### src/overload_freq_pkg.sv
// Constants shared by the overload and frequency level detection block
// Function
// - Warning level 5-200%, or 5-150% fan variant
// - Release level detection below 90% of level
// - Early warning held off with motor two
// - Qualifying timer only when select equals one
// - Warn after level held for 0.1-60 s
// - Second frequency flag at level, 0-120 Hz fan
// - Frequency release uses shared hysteresis width
// - Second current flag at own 5-200% level
// - Coefficients signed hundredths, -999.00 to +999.00
// - Coefficients convert speeds and controller values
// - Speed uses coefficient A clamped 0.01-200.00
package overload_freq_pkg;

  // ----------------------------------------
  // Clock and timer base
  // ----------------------------------------
  localparam int CLK_PERIOD_PS = 4000;
  localparam longint DELAY_STEP_PS = 64'd100_000_000_000;  // 0.1 s per delay step
  localparam int DELAY_STEP_CYCLES = int'(DELAY_STEP_PS / CLK_PERIOD_PS);

  // ----------------------------------------
  // Current levels, units of 0.1 % of rated current
  // ----------------------------------------
  localparam int CUR_W = 16;
  localparam logic [CUR_W-1:0] CUR_LEVEL_MIN = 16'h0032;        // 5.0 %
  localparam logic [CUR_W-1:0] CUR_LEVEL_MAX_GENERAL = 16'h07d0; // 200.0 %
  localparam logic [CUR_W-1:0] CUR_LEVEL_MAX_FAN = 16'h05dc;     // 150.0 %
  localparam logic [3:0] RELEASE_NUM = 4'h9;                    // 90 % = 9 / 10
  localparam logic [3:0] RELEASE_DEN = 4'ha;

  // ----------------------------------------
  // Delay, units of 0.1 s
  // ----------------------------------------
  localparam int DELAY_W = 10;
  localparam logic [DELAY_W-1:0] DELAY_MIN = 10'h001;  // 0.1 s
  localparam logic [DELAY_W-1:0] DELAY_MAX = 10'h258;  // 60.0 s

  // ----------------------------------------
  // Frequency, units of 0.01 Hz
  // ----------------------------------------
  localparam int FREQ_W = 16;
  localparam logic [FREQ_W-1:0] FREQ_LEVEL_MAX_FAN = 16'h2ee0;  // 120.00 Hz
  localparam logic [FREQ_W-1:0] FREQ_LEVEL_MAX_GENERAL = 16'hffff;

  // ----------------------------------------
  // Early warning source selection
  // ----------------------------------------
  localparam int SEL_W = 2;
  localparam logic [SEL_W-1:0] SEL_THERMAL = 2'h0;
  localparam logic [SEL_W-1:0] SEL_CURRENT = 2'h1;

  // ----------------------------------------
  // Display coefficients, signed hundredths
  // ----------------------------------------
  localparam int COEF_W = 18;
  localparam logic signed [COEF_W-1:0] COEF_MIN = -18'sd99900;  // -999.00
  localparam logic signed [COEF_W-1:0] COEF_MAX = 18'sd99900;   // +999.00
  localparam logic signed [COEF_W-1:0] COEF_RESET = 18'sd100;   // 1.00
  localparam logic signed [COEF_W-1:0] SPEED_COEF_MIN = 18'sd1;     // 0.01
  localparam logic signed [COEF_W-1:0] SPEED_COEF_MAX = 18'sd20000; // 200.00
  localparam int COEF_SCALE = 100;
  localparam int PID_W = 14;
  localparam int PID_FULL = 10000;  // controller value 100.00 % full scale
  localparam int DISP_W = 32;

  typedef enum logic [1:0] {
    WARN_IDLE,
    WARN_TIMING,
    WARN_ACTIVE
  } warn_state_t;

endpackage

### src/overload_freq_detect.sv
// Overload early warning, second current and frequency detection, display scaling
`timescale 1ns/1ps
module overload_freq_detect
  import overload_freq_pkg::*;
#(
  parameter int TICK_CYCLES = DELAY_STEP_CYCLES
)
(
  input wire logic core_clk,
  input wire logic rstn,
  input wire logic fan_pump_variant,
  input wire logic motor2_select,
  input wire logic [SEL_W-1:0] early_warning_select,
  input wire logic thermal_warn,
  input wire logic [CUR_W-1:0] output_current,
  input wire logic [FREQ_W-1:0] output_freq,
  input wire logic [CUR_W-1:0] overload_warn_level,
  input wire logic [DELAY_W-1:0] overload_warn_delay,
  input wire logic [CUR_W-1:0] second_current_level,
  input wire logic [FREQ_W-1:0] second_freq_level,
  input wire logic [FREQ_W-1:0] freq_detect_hysteresis,
  input wire logic coef_write,
  input wire logic signed [COEF_W-1:0] display_scale_a_in,
  input wire logic signed [COEF_W-1:0] display_scale_b_in,
  input wire logic [PID_W-1:0] pid_target,
  input wire logic [PID_W-1:0] pid_feedback,
  output logic overload_warn,
  output logic second_current_detect,
  output logic second_freq_detect,
  output logic signed [COEF_W-1:0] display_scale_a,
  output logic signed [COEF_W-1:0] display_scale_b,
  output logic signed [DISP_W-1:0] speed_display,
  output logic signed [DISP_W-1:0] pid_target_display,
  output logic signed [DISP_W-1:0] pid_feedback_display
);

  // ----------------------------------------
  // Helpers
  // ----------------------------------------
  function automatic logic [CUR_W-1:0] clamp_level(input logic [CUR_W-1:0] lvl,
                                                   input logic fan);
    logic [CUR_W-1:0] hi;
    hi = fan ? CUR_LEVEL_MAX_FAN : CUR_LEVEL_MAX_GENERAL;
    if (lvl < CUR_LEVEL_MIN)
      clamp_level = CUR_LEVEL_MIN;
    else if (lvl > hi)
      clamp_level = hi;
    else
      clamp_level = lvl;
  endfunction

  // Cross-multiplied so no divider is needed for the 90 % point
  function automatic logic below_release(input logic [CUR_W-1:0] cur,
                                         input logic [CUR_W-1:0] lvl);
    logic [CUR_W+3:0] lhs;
    logic [CUR_W+3:0] rhs;
    lhs = cur * RELEASE_DEN;
    rhs = lvl * RELEASE_NUM;
    below_release = lhs < rhs;
  endfunction

  function automatic logic signed [COEF_W-1:0] clamp_coef(
    input logic signed [COEF_W-1:0] c,
    input logic signed [COEF_W-1:0] lo,
    input logic signed [COEF_W-1:0] hi);
    if (c < lo)
      clamp_coef = lo;
    else if (c > hi)
      clamp_coef = hi;
    else
      clamp_coef = c;
  endfunction

  // value scaled between B and A: value * (A - B) / full + B
  function automatic logic signed [DISP_W-1:0] pid_scale(
    input logic [PID_W-1:0] v,
    input logic signed [COEF_W-1:0] a,
    input logic signed [COEF_W-1:0] b);
    logic signed [DISP_W+15:0] prod;
    prod = $signed({1'b0, v}) * (a - b);
    pid_scale = DISP_W'(prod / PID_FULL) + DISP_W'(b);
  endfunction

  // ----------------------------------------
  // Effective levels
  // ----------------------------------------
  logic [CUR_W-1:0] warn_level;
  logic [CUR_W-1:0] cur2_level;
  logic [FREQ_W-1:0] freq_level;
  logic [FREQ_W-1:0] freq_release;
  logic [DELAY_W-1:0] delay_steps;

  always_comb
  begin
    warn_level = clamp_level(overload_warn_level, fan_pump_variant);
    cur2_level = clamp_level(second_current_level, 1'b0);
    if (fan_pump_variant && second_freq_level > FREQ_LEVEL_MAX_FAN)
      freq_level = FREQ_LEVEL_MAX_FAN;
    else if (second_freq_level > FREQ_LEVEL_MAX_GENERAL)
      freq_level = FREQ_LEVEL_MAX_GENERAL;
    else
      freq_level = second_freq_level;
    // Saturate so a wide hysteresis cannot wrap the release point
    if (freq_detect_hysteresis > freq_level)
      freq_release = '0;
    else
      freq_release = freq_level - freq_detect_hysteresis;
    if (overload_warn_delay < DELAY_MIN)
      delay_steps = DELAY_MIN;
    else if (overload_warn_delay > DELAY_MAX)
      delay_steps = DELAY_MAX;
    else
      delay_steps = overload_warn_delay;
  end

  // ----------------------------------------
  // 0.1 s tick
  // ----------------------------------------
  logic [31:0] tick_count;
  logic tick;
  logic timing;

  // Tick restarts with each timing run so the delay is not short by a step
  always_ff @(posedge core_clk or negedge rstn)
  begin
    if (!rstn)
      tick_count <= '0;
    else if (!timing || tick_count == 32'(TICK_CYCLES - 1))
      tick_count <= '0;
    else
      tick_count <= tick_count + 32'h1;
  end

  assign tick = timing && (tick_count == 32'(TICK_CYCLES - 1));

  // ----------------------------------------
  // Thermal warning synchroniser
  // ----------------------------------------
  // Relay contact is asynchronous to core_clk, so two stages before any use
  logic thermal_meta;
  logic thermal_sync;

  always_ff @(posedge core_clk or negedge rstn)
  begin
    if (!rstn)
    begin
      thermal_meta <= 1'b0;
      thermal_sync <= 1'b0;
    end
    else
    begin
      thermal_meta <= thermal_warn;
      thermal_sync <= thermal_meta;
    end
  end

  // ----------------------------------------
  // Overload early warning
  // ----------------------------------------
  warn_state_t warn_state;
  logic [DELAY_W-1:0] delay_count;
  logic warn_enable;
  logic at_level;
  logic released;

  assign warn_enable = !motor2_select && early_warning_select == SEL_CURRENT;
  assign at_level = output_current >= warn_level;
  assign released = below_release(output_current, warn_level);
  assign timing = warn_state == WARN_TIMING;

  always_ff @(posedge core_clk or negedge rstn)
  begin
    if (!rstn)
    begin
      warn_state <= WARN_IDLE;
      delay_count <= '0;
    end
    else if (!warn_enable)
    begin
      warn_state <= WARN_IDLE;
      delay_count <= '0;
    end
    else
    begin
      case (warn_state)
        WARN_IDLE:
        begin
          delay_count <= '0;
          if (at_level)
            warn_state <= WARN_TIMING;
        end
        WARN_TIMING:
        begin
          if (released)
          begin
            warn_state <= WARN_IDLE;
            delay_count <= '0;
          end
          else if (tick && delay_count + 10'h1 >= delay_steps)
            warn_state <= WARN_ACTIVE;
          else if (tick)
            delay_count <= delay_count + 10'h1;
        end
        WARN_ACTIVE:
        begin
          if (released)
            warn_state <= WARN_IDLE;
        end
        default:
          warn_state <= WARN_IDLE;
      endcase
    end
  end

  always_ff @(posedge core_clk or negedge rstn)
  begin
    if (!rstn)
      overload_warn <= 1'b0;
    else if (motor2_select)
      overload_warn <= 1'b0;
    else if (early_warning_select == SEL_THERMAL)
      overload_warn <= thermal_sync;  // Untimed source, not qualified by the delay
    else
      overload_warn <= warn_enable && warn_state == WARN_ACTIVE;
  end

  // ----------------------------------------
  // Second current and frequency detection
  // ----------------------------------------
  always_ff @(posedge core_clk or negedge rstn)
  begin
    if (!rstn)
      second_current_detect <= 1'b0;
    else if (output_current >= cur2_level)
      second_current_detect <= 1'b1;
    else if (below_release(output_current, cur2_level))
      second_current_detect <= 1'b0;
  end

  always_ff @(posedge core_clk or negedge rstn)
  begin
    if (!rstn)
      second_freq_detect <= 1'b0;
    else if (output_freq >= freq_level)
      second_freq_detect <= 1'b1;
    else if (output_freq < freq_release)
      second_freq_detect <= 1'b0;
  end

  // ----------------------------------------
  // Display coefficients
  // ----------------------------------------
  always_ff @(posedge core_clk or negedge rstn)
  begin
    if (!rstn)
    begin
      display_scale_a <= COEF_RESET;
      display_scale_b <= '0;
    end
    else if (coef_write)
    begin
      display_scale_a <= clamp_coef(display_scale_a_in, COEF_MIN, COEF_MAX);
      display_scale_b <= clamp_coef(display_scale_b_in, COEF_MIN, COEF_MAX);
    end
  end

  // ----------------------------------------
  // Display conversion
  // ----------------------------------------
  logic signed [COEF_W-1:0] speed_coef;
  logic signed [DISP_W+15:0] speed_prod;

  assign speed_coef = clamp_coef(display_scale_a, SPEED_COEF_MIN, SPEED_COEF_MAX);
  assign speed_prod = $signed({1'b0, output_freq}) * speed_coef;

  // Load and line speed share this value; result in 0.01 units
  always_ff @(posedge core_clk or negedge rstn)
  begin
    if (!rstn)
      speed_display <= '0;
    else
      speed_display <= DISP_W'(speed_prod / COEF_SCALE);
  end

  always_ff @(posedge core_clk or negedge rstn)
  begin
    if (!rstn)
    begin
      pid_target_display <= '0;
      pid_feedback_display <= '0;
    end
    else
    begin
      pid_target_display <= pid_scale(pid_target, display_scale_a, display_scale_b);
      pid_feedback_display <= pid_scale(pid_feedback, display_scale_a, display_scale_b);
    end
  end

endmodule

### config.mk
export PLATFORM = sky130hd
export DESIGN_NAME = overload_freq_detect
export DESIGN_NICKNAME = d
export VERILOG_FILES = /design/src/overload_freq_pkg.sv /design/src/overload_freq_detect.sv
export SDC_FILE = /design/constraint.sdc
export NUM_CORES = 2
export LEC_CHECK = 0
export BUFFER_PORTS_ARGS = -buffer_cell sky130_fd_sc_hd__clkbuf_2
export CAP_MARGIN = 5
export CORE_MARGIN = 5
export CORE_UTILIZATION = 45
export CTS_BUF_LIST = sky130_fd_sc_hd__clkbuf_16
export CTS_CLUSTER_DIAMETER = 150
export DETAILED_ROUTE_END_ITERATION = 12
export PLACE_DENSITY = 0.63
export SETUP_SLACK_MARGIN = 0.3
export SLEW_MARGIN = 10
export SYNTH_ARGS = -nofsm -noshare
export SYNTH_HDL_FRONTEND = slang
export SYNTH_SLANG_ARGS = --single-unit
### constraint.sdc
create_clock -name core_clk -period 51.7 [get_ports core_clk]
set_clock_uncertainty 0.15 [all_clocks]
set_input_delay 10.34 -clock core_clk [delete_from_list [all_inputs] [get_ports core_clk]]
set_output_delay 10.34 -clock core_clk [all_outputs]
set_load 0.01 [all_outputs]
==> reports/metrics.yaml <==
run_status:
  status: "finished clean"
finish:
  ff_latch_area_mm2: 0.00453
  post-route-util_pct: 47.9
  fin_cells: 11700
  drive_gt1_share_pct: 10.0
  final_nets: 11000
  fillCellCount: 16400
  multiInputGateArea_mm2: 0.0649
  area_delta_synth_final_pct: 5.64
clock_tree:
  ctsHoldBuffers: 0
  path_clk_slew_ns: 0.08
  cts_buffers: 17
  cts_max_level: 4
  cts_resized: 0
  cts_tree: "yes"
  cts_root_buf: "clkbuf_16"
  clk_path_buf_depth: 2
  clk_latency_ns: 0.55
  clock_sinks: 181
  cts_setup_buffers: 0
critical_path:
  cp_max_fo: 28
  crit_top_cell: "a21oi_1"
  crit_slowest_cell: "a311oi_2"
  setup.worst_path.class: "in -> reg"
  cp-start-kind: "input port"
  critical_path_required_ns: 51.98
  cp-end-kind: "register"
  cp_data_arrival_time_ns: 47.26
  max_stage_delay_ns: 1.00
placement:
  gp_congestion: 0.920
  place_inst: 11600
  post-dp-hpwl_um: 186000
  port_buffers: 312
worst_hold_path:
  hp-class: "reg -> reg"
detailed_routing:
  drt-total-wl_um: 228000
  drtPass1Iterations: 8
  routed_via_density: 5.95
  drtIter0Drc: 5128
  vias: 69500
  drcViolationCount: 0
  antenna_left: 0
  wire_per_inst_um: 19.6
yosys:
  ys_top_cells_by_count: "inv_1, nand2_1, fa_1, ha_1, a21oi_1"
  synth_top_area_share_pct: 21.6
  synth-edff-count: 0
  syn_inst: 9296
  yosys_register_bits: 181
  ys_top_cells_by_area: "fa_1, ha_1, dfrtp_1, inv_1, xnor2_1"
  ys_async_sr_fraction_pct: 100
  synth.cell_area_mm2: 0.0749
  postSynthAreaPerCell_um2: 8.06
  yosys_warnings: 0
  synthFlopType: "dfrtp_1"
  synthDistinctLibCells: 187
  seq_area_frac_synth_pct: 6.05
  yosys.area.top_type: "fa_1"
  post-synth-top-count-cell: "inv_1"
global_route:
  grt_max_degree: 67
  gr-total-overflow: 0
  grt_pass1_vias: 69100
  grt_pass1_wl_um: 371000
  grt_usage_pct: 25.7
  antenna_found_initial: 18
sta:
  setup_viol: 0
  slew_headroom_pct: 16.1
  grt_setup_unrepaired: "false"
  hold_violations: 0
  min_period_ns: 46.98
  setup_tns_ns: 0
  fmax_ghz: 0.0213
  period_share_pct: 90.9
  tightest_slew_ns: 1.25
  final_max_slew_viol_count: 0
floorplan:
  die_area_mm2: 0.175
  num_io_pins: 313
  die_h_um: 418
  fp.dieW_um: 418
  rows: 149
  coreArea_mm2: 0.165
  start_util_pct: 45.4
job:
  drv_cap: 0
-- registers in the layout, summed over array words and instances, names as in the netlist, 2 cells and up --
signal                cells
pid_feedback_display     32
tick_count               32
warn_state                2
display_scale_b          18
speed_display            32
delay_count              10
display_scale_a          18
pid_target_display       32
-- per-stage QoR --
stage / hold WS (ns) / setup slack [ns] / cell area, um2
floorplan: 0.181 / 12.31 / 75300
global placement: 0.182 / 4.86 / 78500
detailed placement: 0.185 / 4.77 / 78500
CTS: 0.203 / 5.20 / 79100
global route: 0.227 / 1.85 / 79100
finish: 0.201 / 4.72 / 79100
-- critical path, delay by kind of cell --
kind,cells,cell delay [ns]
multiplexers,1,0.44
AO/OA/AOI/OAI,74,21.32
adder cells (fa/ha/maj),9,4.08
AND/OR/NAND/NOR,22,7.70
XOR/XNOR,7,2.20
buffers and inverters,7,1.04
-- worst paths after layout --
kind | startpoint | end | slack (ns) | cells past startpoint
max | pid_target[5] | pid_target_display[31] | 4.72 | 120
min | thermal_meta | thermal_sync | 0.20 | 0
max reg2reg | display_scale_b[1] | pid_target_display[31] | 9.94 | 138
min reg2reg | thermal_meta | thermal_sync | 0.20 | 0
max in group asynchronous | rstn | pid_feedback_display[29] | 39.71 | 3
min in group asynchronous | rstn | display_scale_a[16] | 9.59 | 1
-- cell families (layout without fill, tap and decap cells) --
family,after synthesis,after routing,share of synthesized area [%]
DFF,181,181,6.05
other,2,115,0.0100
xor gates and xnor gates,689,689,8.43
muxes,108,108,1.59
adders and majority gates,1386,1386,31.2
buffers and inverters,1478,1554,8.03
AOI/OAI and AO/OA,2442,2442,23.9
and+or+nand+nor,3010,3010,20.9
-- layout by cell type, fill, tap and decap left out, types with 57 or more instances in the layout --
cell         n
o21ai_0    321
o31ai_1     61
nand2b_1    95
nand2_1    822
a31oi_1    121
a211oi_1    92
xor2_1     184
xnor2_1    457
a21oi_1    540
a21o_1     112
nand4_1     85
clkbuf_2   311
and2_1     400
ha_1       549
mux2i_1     57
o211ai_1    98
nor3_1     188
inv_1     1145
nor2b_1     84
dfrtp_1    177
or3_1       70
o21a_1      93
fa_1       808
nor2_1     506
conb_1     102
and3_1     150
buf_4       61
nand3_1    215
nor4_1      63
o21bai_1   109
-- metal layers --
| metal | track usage (%) | part of all wire, % | up-vias |
|---|---|---|---|
| li1 | - | - | 32800 |
| met1 | 34.0 | 43 | 34100 |
| met2 | 43.2 | 47 | 2194 |
| met3 | 2.71 | 5.6 | 344 |
| met4 | 10.2 | 4.2 | 8 |
| met5 | 0 | 0.021 | - |
-- cell type report --
cell class                      count  area share (%)
Inverter                         1149            5.45
Sequential cell                   181            5.73
Tap cell                         2189            3.46
Multi-Input combinational cell   7737            82.1
Clock inverter                     15           0.161
Timing Repair Buffer              373            2.56
Clock buffer                       17           0.538
Antenna cell                       13          0.0411
Power is not shown: default switching activity piles up to over one toggle a cycle in this logic, so the estimate is an artifact.
